### src/tlf_pkg.sv
// Purpose: Shared constants and types for the TDM line framing control
// Assumes: One channel of byte-wide TDM data, one byte per enabled clock
// Notes: Register map is word aligned on a 32-bit classic Wishbone bus
package tlf_pkg;
	// ==========================================================
	// Register offsets (byte addresses)
	localparam logic [7:0] TLF_OFF_CTRL = 8'h00;
	localparam logic [7:0] TLF_OFF_FILL = 8'h04;
	localparam logic [7:0] TLF_OFF_LOOP = 8'h08;
	localparam logic [7:0] TLF_OFF_CMD = 8'h0C;
	localparam logic [7:0] TLF_OFF_STAT = 8'h10;
	// ==========================================================
	// Field positions
	localparam int TLF_CTRL_LINE = 0;
	localparam int TLF_CTRL_FMODE = 2;
	localparam int TLF_CTRL_ATM = 4;
	localparam int TLF_CTRL_CES = 5;
	localparam int TLF_CTRL_INV = 7;
	localparam int TLF_CTRL_ONES = 8;
	localparam int TLF_CTRL_SHUT = 9;
	localparam int TLF_FILL_PAY = 0;
	localparam int TLF_FILL_SIG = 8;
	localparam int TLF_LOOP_MODE = 0;
	localparam int TLF_LOOP_FEAC = 3;
	localparam int TLF_CMD_ERR = 0;
	// ==========================================================
	// Byte patterns and reset values
	localparam logic [7:0] TLF_FLAG_BYTE = 8'h7E;
	localparam logic [7:0] TLF_ONES_BYTE = 8'hFF;
	localparam logic [7:0] TLF_FILL_RST = 8'hFF;
	localparam logic [7:0] TLF_ERR_MASK = 8'h01;
	localparam logic [4:0] TLF_TIMING_SLOT = 5'h00;
	localparam logic [1:0] TLF_FMODE_DEF = 2'h0;
	localparam logic [1:0] TLF_FMODE_ALT = 2'h1;
	localparam logic [1:0] TLF_FMODE_UNF = 2'h2;
	// ==========================================================
	// Enumerations
	typedef enum logic [1:0] {
		TLF_LT_DS1 = 2'b00,
		TLF_LT_E1 = 2'b01,
		TLF_LT_DS3 = 2'b10,
		TLF_LT_E3 = 2'b11
	} tlf_line_t;
	typedef enum logic [1:0] {
		TLF_CES_NONE = 2'b00,
		TLF_CES_UNSTRUCT = 2'b01,
		TLF_CES_STRUCT = 2'b10,
		TLF_CES_CAS = 2'b11
	} tlf_ces_t;
	typedef enum logic [3:0] {
		TLF_FR_ESF = 4'b0000,
		TLF_FR_BASIC_SF = 4'b0001,
		TLF_FR_DS1_UNF = 4'b0010,
		TLF_FR_E1_CRC4 = 4'b0011,
		TLF_FR_E1_NOCRC = 4'b0100,
		TLF_FR_E1_UNF = 4'b0101,
		TLF_FR_CBIT = 4'b0110,
		TLF_FR_MUX23 = 4'b0111,
		TLF_FR_DS3_UNF = 4'b1000,
		TLF_FR_E3_LEGACY = 4'b1001,
		TLF_FR_E3_NEWER = 4'b1010
	} tlf_frame_t;
	typedef enum logic [2:0] {
		TLF_LP_NONE = 3'b000,
		TLF_LP_LINE = 3'b001,
		TLF_LP_INTERNAL = 3'b010,
		TLF_LP_DL_STD_A = 3'b011,
		TLF_LP_DL_STD_B = 3'b100,
		TLF_LP_PAYLOAD = 3'b101,
		TLF_LP_INB_STD_A = 3'b110,
		TLF_LP_INB_STD_B = 3'b111
	} tlf_loop_t;
endpackage

### src/tlf_framing_ctrl.sv
// Purpose: Framing, fill, inversion, error insertion and loopback control
// Assumes: Inputs synchronous to clk_i; frame_start_i marks frame boundary
// Notes: Register side takes effect at once; datapath format and fill at frame start, shutdown and loopback at once
//
// What this block does
// DS-1 modes ESF, superframe, unframed; ESF default
// E-1 modes CRC4, no CRC4, unframed; CRC4 default
// E-1 structured: slot 0 timing, else payload
// Unframed shutdown sends AIS; near end down
// DS-3 modes C-bit, mux 2-3, unframed; C-bit default
// E-3 framing fixed by ATM or non-ATM traffic
// HDLC idle sends 0x7E, or 0xFF if ones
// ATM ignores idle fill; only default accepted
// Structured emulation down or under-run: payload fill
// CAS emulation down or under-run: signalling fill
// On DS-1/E-1, command injects exactly one test pattern bit error
// Optional DS-1/E-1 inversion of every data bit, off default
// Loopback accepted only while channel shut down
// Line loopback returns received data to line
// Internal loopback returns local data, line idle
// DS-1/E-1 request far-end loopback by five methods
// DS-3/E-3 obey far-end loop only when enabled
// Loopback leaves other channels undisturbed
// No loopback after every reset
// Format changes applied only at frame boundary
`timescale 1ns/10ps
module tlf_framing_ctrl import tlf_pkg::*; #(
	parameter int DATA_W = 8,
	parameter int SLOT_W = 5
) (
	input wire logic clk_i,
	input wire logic rst_i,
	input wire logic ce_i,
	input wire logic wb_cyc_i,
	input wire logic wb_stb_i,
	input wire logic wb_we_i,
	input wire logic [7:0] wb_adr_i,
	input wire logic [3:0] wb_sel_i,
	input wire logic [31:0] wb_dat_i,
	output logic [31:0] wb_dat_o,
	output logic wb_ack_o,
	input wire logic frame_start_i,
	input wire logic [SLOT_W-1:0] slot_i,
	input wire logic ch_sel_i,
	input wire logic hdlc_idle_i,
	input wire logic ces_up_i,
	input wire logic underrun_i,
	input wire logic bit_error_rate_test_i,
	input wire logic [DATA_W-1:0] tx_byte_i,
	input wire logic [DATA_W-1:0] tx_sig_i,
	input wire logic [DATA_W-1:0] rx_byte_i,
	input wire logic feac_act_i,
	input wire logic feac_deact_i,
	output logic [DATA_W-1:0] line_byte_o,
	output logic [DATA_W-1:0] line_sig_o,
	output logic [DATA_W-1:0] local_byte_o,
	output logic payload_slot_o,
	output logic oper_up_o,
	output logic [2:0] far_loop_req_o,
	output logic line_loop_o,
	output logic internal_loop_o
);
	// ==========================================================
	// Elaboration checks
	generate
		if (DATA_W != 8) begin : g_bad_width
			$error("tlf_framing_ctrl: DATA_W must be 8");
		end
		if (SLOT_W != 5) begin : g_bad_slot
			$error("tlf_framing_ctrl: SLOT_W must be 5");
		end
	endgenerate

	// ==========================================================
	// Register state
	tlf_line_t line_type;
	logic [1:0] fmode;
	logic atm;
	tlf_ces_t ces;
	logic invert;
	logic idle_ones;
	logic shutdown;
	logic [7:0] pay_fill;
	logic [7:0] sig_fill;
	tlf_loop_t loop_mode;
	logic feac_respond;
	logic loop_refused;
	logic err_armed;
	logic remote_loop;
	// Frame-aligned copies used by the datapath
	tlf_line_t act_line;
	tlf_frame_t act_framing;
	tlf_ces_t act_ces;
	logic act_atm;
	logic act_invert;
	logic act_ones;
	logic [7:0] act_pay;
	logic [7:0] act_sig;

	// ==========================================================
	// Wishbone slave
	logic req;
	logic wr_en;
	logic sel_ctrl;
	logic sel_fill;
	logic sel_loop;
	logic sel_cmd;
	logic sel_stat;
	logic arm_cmd;
	logic [31:0] next_rd;
	tlf_frame_t next_framing;

	assign req = wb_cyc_i && wb_stb_i;
	// Write takes effect on the cycle ack is shown
	assign wr_en = req && wb_we_i && wb_ack_o && ce_i;

	// Address decode
	always_comb begin
		sel_ctrl = 1'b0;
		sel_fill = 1'b0;
		sel_loop = 1'b0;
		sel_cmd = 1'b0;
		sel_stat = 1'b0;
		if (wb_adr_i == TLF_OFF_CTRL) begin
			sel_ctrl = 1'b1;
		end else if (wb_adr_i == TLF_OFF_FILL) begin
			sel_fill = 1'b1;
		end else if (wb_adr_i == TLF_OFF_LOOP) begin
			sel_loop = 1'b1;
		end else if (wb_adr_i == TLF_OFF_CMD) begin
			sel_cmd = 1'b1;
		end else if (wb_adr_i == TLF_OFF_STAT) begin
			sel_stat = 1'b1;
		end
	end

	// Read mux; unmapped and write-only words read as zero
	always_comb begin
		next_rd = 32'h0000_0000;
		if (sel_ctrl) begin
			next_rd[TLF_CTRL_LINE +: 2] = line_type;
			next_rd[TLF_CTRL_FMODE +: 2] = fmode;
			next_rd[TLF_CTRL_ATM] = atm;
			next_rd[TLF_CTRL_CES +: 2] = ces;
			next_rd[TLF_CTRL_INV] = invert;
			next_rd[TLF_CTRL_ONES] = idle_ones;
			next_rd[TLF_CTRL_SHUT] = shutdown;
		end else if (sel_fill) begin
			next_rd[TLF_FILL_PAY +: 8] = pay_fill;
			next_rd[TLF_FILL_SIG +: 8] = sig_fill;
		end else if (sel_loop) begin
			next_rd[TLF_LOOP_MODE +: 3] = loop_mode;
			next_rd[TLF_LOOP_FEAC] = feac_respond;
		end else if (sel_stat) begin
			next_rd[3:0] = act_framing;
			next_rd[6:4] = loop_mode;
			next_rd[7] = remote_loop;
			next_rd[8] = oper_up_o;
			next_rd[9] = err_armed;
			next_rd[10] = loop_refused;
		end
	end

	// One wait state ack, dropped the cycle after it is given
	always_ff @(posedge clk_i) begin
		if (rst_i) begin
			wb_ack_o <= 1'b0;
			wb_dat_o <= 32'h0000_0000;
		end else if (ce_i) begin
			wb_ack_o <= req && !wb_ack_o;
			wb_dat_o <= next_rd;
		end
	end

	// ==========================================================
	// Control register; shutdown acts immediately, idle fill at frame start
	always_ff @(posedge clk_i) begin
		if (rst_i) begin
			line_type <= TLF_LT_DS1;
			fmode <= TLF_FMODE_DEF;
			atm <= 1'b0;
			ces <= TLF_CES_NONE;
			invert <= 1'b0;
			idle_ones <= 1'b0;
			shutdown <= 1'b1;
		end else if (wr_en && sel_ctrl) begin
			if (wb_sel_i[0]) begin
				line_type <= tlf_line_t'(wb_dat_i[TLF_CTRL_LINE +: 2]);
				fmode <= wb_dat_i[TLF_CTRL_FMODE +: 2];
				atm <= wb_dat_i[TLF_CTRL_ATM];
				ces <= tlf_ces_t'(wb_dat_i[TLF_CTRL_CES +: 2]);
				invert <= wb_dat_i[TLF_CTRL_INV];
			end
			if (wb_sel_i[1]) begin
				// ATM forces flag fill back to its default
				idle_ones <= wb_dat_i[TLF_CTRL_ONES] &&
					!(wb_sel_i[0] ? wb_dat_i[TLF_CTRL_ATM] : atm);
				shutdown <= wb_dat_i[TLF_CTRL_SHUT];
			end else if (wb_sel_i[0] && wb_dat_i[TLF_CTRL_ATM]) begin
				idle_ones <= 1'b0;
			end
		end
	end

	// Fill pattern register
	always_ff @(posedge clk_i) begin
		if (rst_i) begin
			pay_fill <= TLF_FILL_RST;
			sig_fill <= TLF_FILL_RST;
		end else if (wr_en && sel_fill) begin
			if (wb_sel_i[0]) begin
				pay_fill <= wb_dat_i[TLF_FILL_PAY +: 8];
			end
			if (wb_sel_i[1]) begin
				sig_fill <= wb_dat_i[TLF_FILL_SIG +: 8];
			end
		end
	end

	// Loop register; never kept over reset, so boot is unlooped
	always_ff @(posedge clk_i) begin
		if (rst_i) begin
			loop_mode <= TLF_LP_NONE;
			feac_respond <= 1'b0;
			loop_refused <= 1'b0;
		end else if (wr_en && sel_loop && wb_sel_i[0]) begin
			feac_respond <= wb_dat_i[TLF_LOOP_FEAC];
			if (shutdown) begin
				loop_mode <= tlf_loop_t'(wb_dat_i[TLF_LOOP_MODE +: 3]);
				loop_refused <= 1'b0;
			end else begin
				loop_refused <= 1'b1;
			end
		end
	end

	// ==========================================================
	// Framing resolution from line type, mode and traffic
	always_comb begin
		next_framing = TLF_FR_ESF;
		case (line_type)
			TLF_LT_DS1: begin
				if (fmode == TLF_FMODE_ALT) begin
					next_framing = TLF_FR_BASIC_SF;
				end else if (fmode == TLF_FMODE_UNF) begin
					next_framing = TLF_FR_DS1_UNF;
				end else begin
					next_framing = TLF_FR_ESF;
				end
			end
			TLF_LT_E1: begin
				if (fmode == TLF_FMODE_ALT) begin
					next_framing = TLF_FR_E1_NOCRC;
				end else if (fmode == TLF_FMODE_UNF) begin
					next_framing = TLF_FR_E1_UNF;
				end else begin
					next_framing = TLF_FR_E1_CRC4;
				end
			end
			TLF_LT_DS3: begin
				if (fmode == TLF_FMODE_ALT) begin
					next_framing = TLF_FR_MUX23;
				end else if (fmode == TLF_FMODE_UNF) begin
					next_framing = TLF_FR_DS3_UNF;
				end else begin
					next_framing = TLF_FR_CBIT;
				end
			end
			default: begin
				// Mode field ignored: traffic type alone decides
				next_framing = atm ? TLF_FR_E3_NEWER : TLF_FR_E3_LEGACY;
			end
		endcase
	end

	// Apply format only at a frame boundary, never mid-frame
	always_ff @(posedge clk_i) begin
		if (rst_i) begin
			act_line <= TLF_LT_DS1;
			act_framing <= TLF_FR_ESF;
			act_ces <= TLF_CES_NONE;
			act_atm <= 1'b0;
			act_invert <= 1'b0;
			act_ones <= 1'b0;
			act_pay <= TLF_FILL_RST;
			act_sig <= TLF_FILL_RST;
		end else if (ce_i && frame_start_i) begin
			act_line <= line_type;
			act_framing <= next_framing;
			act_ces <= ces;
			act_atm <= atm;
			act_invert <= invert;
			act_ones <= idle_ones;
			act_pay <= pay_fill;
			act_sig <= sig_fill;
		end
	end

	// ==========================================================
	// Error insertion and far-end loop response
	logic low_rate;
	logic unframed;
	logic timing_slot;
	logic use_data;
	logic use_idle;
	logic err_take;
	logic ces_starved;

	assign low_rate = (act_line == TLF_LT_DS1) || (act_line == TLF_LT_E1);
	assign unframed = (act_framing == TLF_FR_DS1_UNF) ||
		(act_framing == TLF_FR_E1_UNF) || (act_framing == TLF_FR_DS3_UNF);
	assign timing_slot = (act_framing == TLF_FR_E1_CRC4 ||
		act_framing == TLF_FR_E1_NOCRC) && slot_i == TLF_TIMING_SLOT;
	assign arm_cmd = wr_en && sel_cmd && wb_sel_i[0] &&
		wb_dat_i[TLF_CMD_ERR];
	assign ces_starved = !ces_up_i || underrun_i;
	assign line_loop_o = ch_sel_i && (loop_mode == TLF_LP_LINE || remote_loop);
	assign internal_loop_o = ch_sel_i && loop_mode == TLF_LP_INTERNAL;
	assign use_data = ch_sel_i && !line_loop_o && !internal_loop_o &&
		!shutdown && !timing_slot;
	assign use_idle = use_data && act_ces == TLF_CES_NONE && hdlc_idle_i;
	assign err_take = use_data && !use_idle && bit_error_rate_test_i &&
		err_armed;

	// Arm wins over consume so a back-to-back command is not lost
	always_ff @(posedge clk_i) begin
		if (rst_i) begin
			err_armed <= 1'b0;
		end else if (ce_i) begin
			if (arm_cmd && low_rate) begin
				err_armed <= 1'b1;
			end else if (err_take) begin
				err_armed <= 1'b0;
			end
		end
	end

	// Far-end loop codes act only on DS-3/E-3 with response enabled
	always_ff @(posedge clk_i) begin
		if (rst_i) begin
			remote_loop <= 1'b0;
		end else if (ce_i) begin
			if (!feac_respond || low_rate) begin
				remote_loop <= 1'b0;
			end else if (feac_act_i) begin
				remote_loop <= 1'b1;
			end else if (feac_deact_i) begin
				remote_loop <= 1'b0;
			end
		end
	end

	// ==========================================================
	// Transmit byte formatting
	logic [7:0] fmt_byte;
	logic [7:0] next_line;
	logic [7:0] next_local;
	logic [7:0] next_sig;

	always_comb begin
		fmt_byte = tx_byte_i;
		if (act_ces == TLF_CES_STRUCT || act_ces == TLF_CES_CAS) begin
			// Unstructured emulation never takes the fill
			if (ces_starved) begin
				fmt_byte = act_pay;
			end
		end else if (use_idle) begin
			fmt_byte = act_ones ? TLF_ONES_BYTE : TLF_FLAG_BYTE;
		end
		if (err_take) begin
			fmt_byte = fmt_byte ^ TLF_ERR_MASK;
		end
		if (act_invert && low_rate) begin
			fmt_byte = ~fmt_byte;
		end
	end

	// Line side selection; other channels pass straight through
	always_comb begin
		if (!ch_sel_i) begin
			next_line = tx_byte_i;
		end else if (line_loop_o) begin
			next_line = rx_byte_i;
		end else if (internal_loop_o) begin
			next_line = TLF_ONES_BYTE;
		end else if (shutdown) begin
			next_line = unframed ? TLF_ONES_BYTE :
				(act_ones ? TLF_ONES_BYTE : TLF_FLAG_BYTE);
		end else if (timing_slot) begin
			next_line = tx_byte_i;
		end else begin
			next_line = fmt_byte;
		end
	end

	// Local side; received data undone from inversion
	always_comb begin
		if (!ch_sel_i) begin
			next_local = rx_byte_i;
		end else if (internal_loop_o) begin
			next_local = fmt_byte;
		end else if (act_invert && low_rate) begin
			next_local = ~rx_byte_i;
		end else begin
			next_local = rx_byte_i;
		end
	end

	// Signalling fill only for emulation with CAS
	always_comb begin
		if (ch_sel_i && act_ces == TLF_CES_CAS && ces_starved) begin
			next_sig = act_sig;
		end else begin
			next_sig = tx_sig_i;
		end
	end

	// Output flops
	always_ff @(posedge clk_i) begin
		if (rst_i) begin
			line_byte_o <= TLF_ONES_BYTE;
			line_sig_o <= TLF_ONES_BYTE;
			local_byte_o <= TLF_ONES_BYTE;
			payload_slot_o <= 1'b0;
		end else if (ce_i) begin
			line_byte_o <= next_line;
			line_sig_o <= next_sig;
			local_byte_o <= next_local;
			payload_slot_o <= !timing_slot;
		end
	end

	// Status outputs
	always_ff @(posedge clk_i) begin
		if (rst_i) begin
			oper_up_o <= 1'b0;
			far_loop_req_o <= TLF_LP_NONE;
		end else if (ce_i) begin
			oper_up_o <= !shutdown;
			if (low_rate && loop_mode >= TLF_LP_DL_STD_A) begin
				far_loop_req_o <= loop_mode;
			end else begin
				far_loop_req_o <= TLF_LP_NONE;
			end
		end
	end

	// ==========================================================
	// Assertions
	AST_BOOT_UNLOOPED: assert property (@(posedge clk_i)
		$past(rst_i) && !rst_i |-> loop_mode == TLF_LP_NONE && !remote_loop)
		else $error("loop active after reset");
	AST_LOOP_LOCKED: assert property (@(posedge clk_i) disable iff (rst_i)
		wr_en && sel_loop && wb_sel_i[0] && !shutdown |=>
		$stable(loop_mode) && loop_refused)
		else $error("loop changed while channel up");
	AST_FRAME_ALIGN: assert property (@(posedge clk_i) disable iff (rst_i)
		// Reset reload lands one edge late; not a boundary miss
		!$past(rst_i) && !$stable(act_framing) |->
		$past(ce_i && frame_start_i))
		else $error("framing changed off frame boundary");
	AST_E3_FIXED: assert property (@(posedge clk_i) disable iff (rst_i)
		act_line == TLF_LT_E3 |-> act_framing ==
		(act_atm ? TLF_FR_E3_NEWER : TLF_FR_E3_LEGACY))
		else $error("E-3 framing not fixed by traffic");
	AST_IDLE_FLAG: assert property (@(posedge clk_i) disable iff (rst_i)
		ce_i && use_idle && !err_take && !(act_invert && low_rate) |=>
		line_byte_o == ($past(act_ones) ? TLF_ONES_BYTE : TLF_FLAG_BYTE))
		else $error("wrong idle byte");
	AST_ATM_NO_ONES: assert property (@(posedge clk_i) disable iff (rst_i)
		atm |-> !idle_ones)
		else $error("ones fill set on ATM");
	AST_LINE_LOOP: assert property (@(posedge clk_i) disable iff (rst_i)
		ce_i && line_loop_o |=> line_byte_o == $past(rx_byte_i))
		else $error("line loop data mismatch");
	AST_ONE_ERROR: assert property (@(posedge clk_i) disable iff (rst_i)
		ce_i && err_take && !arm_cmd |=> !err_armed ##1 !err_armed)
		else $error("error insertion not single");
	AST_FEAC_GATE: assert property (@(posedge clk_i) disable iff (rst_i)
		!remote_loop && !feac_respond |=> !remote_loop)
		else $error("far-end loop obeyed while disabled");
	AST_UNF_AIS: assert property (@(posedge clk_i) disable iff (rst_i)
		ce_i && ch_sel_i && shutdown && unframed && loop_mode == TLF_LP_NONE
		&& !remote_loop |=> line_byte_o == TLF_ONES_BYTE && !oper_up_o)
		else $error("no AIS on unframed shutdown");
	AST_TIMING_SLOT: assert property (@(posedge clk_i) disable iff (rst_i)
		ce_i && timing_slot |=> !payload_slot_o)
		else $error("timing slot marked as payload");
endmodule

### config.mk
export PLATFORM = sky130hd
export DESIGN_NAME = tlf_framing_ctrl
export DESIGN_NICKNAME = d
export VERILOG_FILES = /design/src/tlf_pkg.sv /design/src/tlf_framing_ctrl.sv
export SDC_FILE = /design/constraint.sdc
export NUM_CORES = 1
export LEC_CHECK = 0
export BUFFER_PORTS_ARGS = -buffer_cell sky130_fd_sc_hd__buf_2
export CAP_MARGIN = 5
export CORE_ASPECT_RATIO = 1.2
export CORE_UTILIZATION = 50
export CTS_CLUSTER_SIZE = 30
export DETAILED_ROUTE_END_ITERATION = 7
export PLACE_DENSITY = 0.78
export SLEW_MARGIN = 20
export SYNTH_ARGS = -nofsm -noshare
export SYNTH_HDL_FRONTEND = slang
export SYNTH_SLANG_ARGS = --single-unit
### constraint.sdc
create_clock -name clk_i -period 2.9 [get_ports clk_i]
set_input_delay 0.145 -clock clk_i [delete_from_list [all_inputs] [get_ports clk_i]]
set_output_delay 0.145 -clock clk_i [all_outputs]
set_load 0.01 [all_outputs]
==> results.yml <==
route:
  wl_per_cell_um: 16.69
  drtAntennaViolNets: 0
  first_pass_iters: 5
  routed_wl_um: 15560
  drt_iter0_drc: 359
  detail_route.drc_violations: 0
  routed_via_density: 5.891
  vias: 5490
yosys:
  synthCells: 705
  seq_area_frac_synth_pct: 36.65
  async_flop_share_pct: 0
  synth_edf_count: 0
  synth_area_sq_mm: 0.005680
  synth_area_per_cell_sq_um: 8.057
  yosysWarnings: 0
  synth-main-ff-cell: "dfxtp_1"
  netlist-cell-type-count: 76
  ys_seq_elements: 104
floorplanning:
  row_count: 42
  initial_utilization_pct: 51.47
  die_y_um: 118.8
  ios: 151
  design.die.area_sq_mm: 0.01179
  dieWidth_um: 99.30
  core_sq_mm: 0.01104
global_routing:
  grt_pass1_wl_um: 25190
  grt_max_degree: 88
  grt_use_total_pct: 26.86
  first_global_vias: 5197
  antenna_found_initial: 0
  grt_overflow: 0
cts:
  cts.repair.resized: 0
  clock-root-buffer: "clkbuf_16"
  clock_latency_ns: 0.36
  cts_num_sinks: 104
  numCtsBuffers: 9
  clk_transition_reported_paths_ns: 0.07
  cts_tree: "yes"
  h-tree-depth: 3
  cts_setup_buffers: 0
  clk_path_buf_depth: 2
  cts-hold-fix-buffers: 1
setup_path:
  r2r_start: "act_ces[0]"
  cp-end-kind: "flip-flop"
  ff2ff_setup_slack_ns: 0.63
  reg2reg_depth: 7
  r2r-end: "line_byte_o[6]"
  path_max_fanout: 9
  start_kind: "flip-flop"
  crit_end: "line_byte_o[6]"
  critical_path_class: "flip-flop to flip-flop"
  startpoint: "act_ces[0]"
  required_ns: 3.18
  crit_arrival_ns: 2.55
min_path:
  worstHoldPathType: "primary input to flip-flop"
sta:
  tightest_slew_ns: 0.8214
  tns_ns: 0
  relSlewSlack_pct: 44.66
  rsz0062_at_grt: "false"
  finalMaxSlewViolations: 0
  worst_slack_ns: 0.6281
  finalHoldViolCount: 0
  period_share_pct: 78.34
  clock-skew-final_ns: 0.009476
  period_minus_slack_ns: 2.272
  setup_viol: 0
  fmax_mhz: 440.2
finish:
  final_area_sq_mm: 0.006472
  antenna_cells: 0
  drive_gt1_share_pct: 22.88
  fin_nets: 885
  postLayoutCoreUtil_pct: 58.65
  final_cell_count_no_fill: 932
  syn2layout_area_growth_pct: 13.94
power_and_ir_drop:
  power_density_mw_per_mm2: 480.8
  cellLeakagePower_uw: 0.002716
  ir_drop_mv: 0.2991
placed_design:
  dp.cells: 915
  place_congestion: 0.9220
  dpl_cell_area_sq_mm: 0.006161
  pre_cts_ws_ns: 0.6975
  io_buffers: 116
  dpl.hpwl_um: 11480
run:
  maxCapViolCount: 0
outcome:
  outcome: "completed"
==> registers in the layout (all words and copies together), names as in the netlist, 3 cells and up <==
signal / count
sig_fill: 8
act_pay: 8
far_loop_req_o: 3
line_sig_o: 8
pay_fill: 8
local_byte_o: 8
line_byte_o: 8
wb_dat_o: 16
act_framing: 4
loop_mode: 3
act_sig: 8
==> worst max-delay path: stages (launching register included) <==
cell and delay (ns):
dfxtp_1 0.33, or3b_4 0.43, a211oi_4 0.48, buf_4 0.26, nand2_8 0.08, a221oi_2 0.31
o21ai_1 0.09, a41oi_1 0.22
==> area by class of cell <==
type                    count  area (sq um)
flip-flops and latches    104          2082
multi-input cells         538          3179
clock buffers               9         225.2
clock inverters             7         76.32
repair buffers            133         710.7
well taps                 132         165.2
inverters                   9         33.78
fillers                  1006          4563
==> per-stage QoR <==
step | hold slack (ns) | power (uW)
2_1_floorplan | 0.2658 | 1763
3_3_place_gp | 0.3584 | 1879
3_5_place_dp | 0.3611 | 1890
4_1_cts | 0.005701 | 3117
5_1_grt | 0.01380 | 3222
6_report | 0.006400 | 3112
==> cell usage after synthesis (all sizes together) (3+ instances only) <==
cell,instances,share of area [%]
dfxtp,104,37
o221ai,5,0.77
or2,9,0.99
a221oi,11,2.4
o22ai,5,0.55
and2,4,0.44
nor2,72,4.8
nand3,25,2.2
a32oi,4,0.62
a31oi,6,0.66
inv,8,0.53
a21boi,4,0.59
clkbuf,38,3.6
nand2b,7,0.77
nor4,3,0.44
a21oi,61,5.4
or3b,7,1.1
o21ai,34,3.1
nand4,5,0.55
nor3,10,0.88
a21o,6,0.82
ha,3,0.66
buf,30,4.1
o211ai,6,1.0
mux2i,21,3.7
o211a,6,1.1
nand2,117,8.0
a222oi,6,1.1
nand3b,34,4.5
nor3b,5,0.66
a211oi,16,2.3
nor2b,5,0.55
==> worst min path at each step <==
stage	cells after the start	startpoint	slack, ns	end
2_1_floorplan	2	wb_dat_i[0]	0.27	pay_fill[0]
3_3_place_gp	3	wb_dat_i[10]	0.36	sig_fill[2]
3_5_place_dp	3	wb_dat_i[10]	0.36	sig_fill[2]
4_1_cts	3	wb_dat_i[14]	0.006	sig_fill[6]
5_1_grt	3	wb_dat_i[15]	0.01	sig_fill[7]
6_report	3	wb_dat_i[14]	0.006	sig_fill[6]
==> power by group <==
part,switching (uW),internal [uW],leakage [uW]
sequential,29.2,1470,0.000850
clock,570,679,0.000148
combinational,213,149,0.00172
total,811,2300,0.00272
==> routing by layer <==
metal / global-route usage (%) / vias up / part of all wire [%] / routed length, um
li1: - / 2654 / - / -
met1: 33.57 / 2550 / 42 / 6599
met2: 45.31 / 249 / 49 / 7573
met3: 5.027 / 37 / 6.4 / 999
met4: 10.57 / 0 / 2.5 / 384
met5: 0 / - / 0 / 0
==> layout by cell type (no fill, tap or decap), drive strengths merged, types with 10 or more instances in the layout <==
master	instances
nand3	25
nor3	10
mux2i	21
nor2	72
buf	132
a21oi	61
a221oi	11
nand3b	34
a211oi	16
o21ai	34
nand2	117
conb	16
dfxtp	104
inv	11
==> kinds of logic (layout without fill, tap and decap cells) <==
kind of cell / Yosys count / in the layout / share of synthesized area [%]
adder cells (fa/ha/maj): 3 / 3 / 0.6609
XOR/XNOR: 4 / 4 / 0.9913
AND/OR/NAND/NOR: 314 / 314 / 27.58
flip-flops: 104 / 104 / 36.65
AO/OA/AOI/OAI: 179 / 179 / 21.72
other: 1 / 16 / 0.06602
multiplexers: 22 / 22 / 3.965
buffers and inverters: 78 / 158 / 8.370
(Power assumes the default switching activity.)
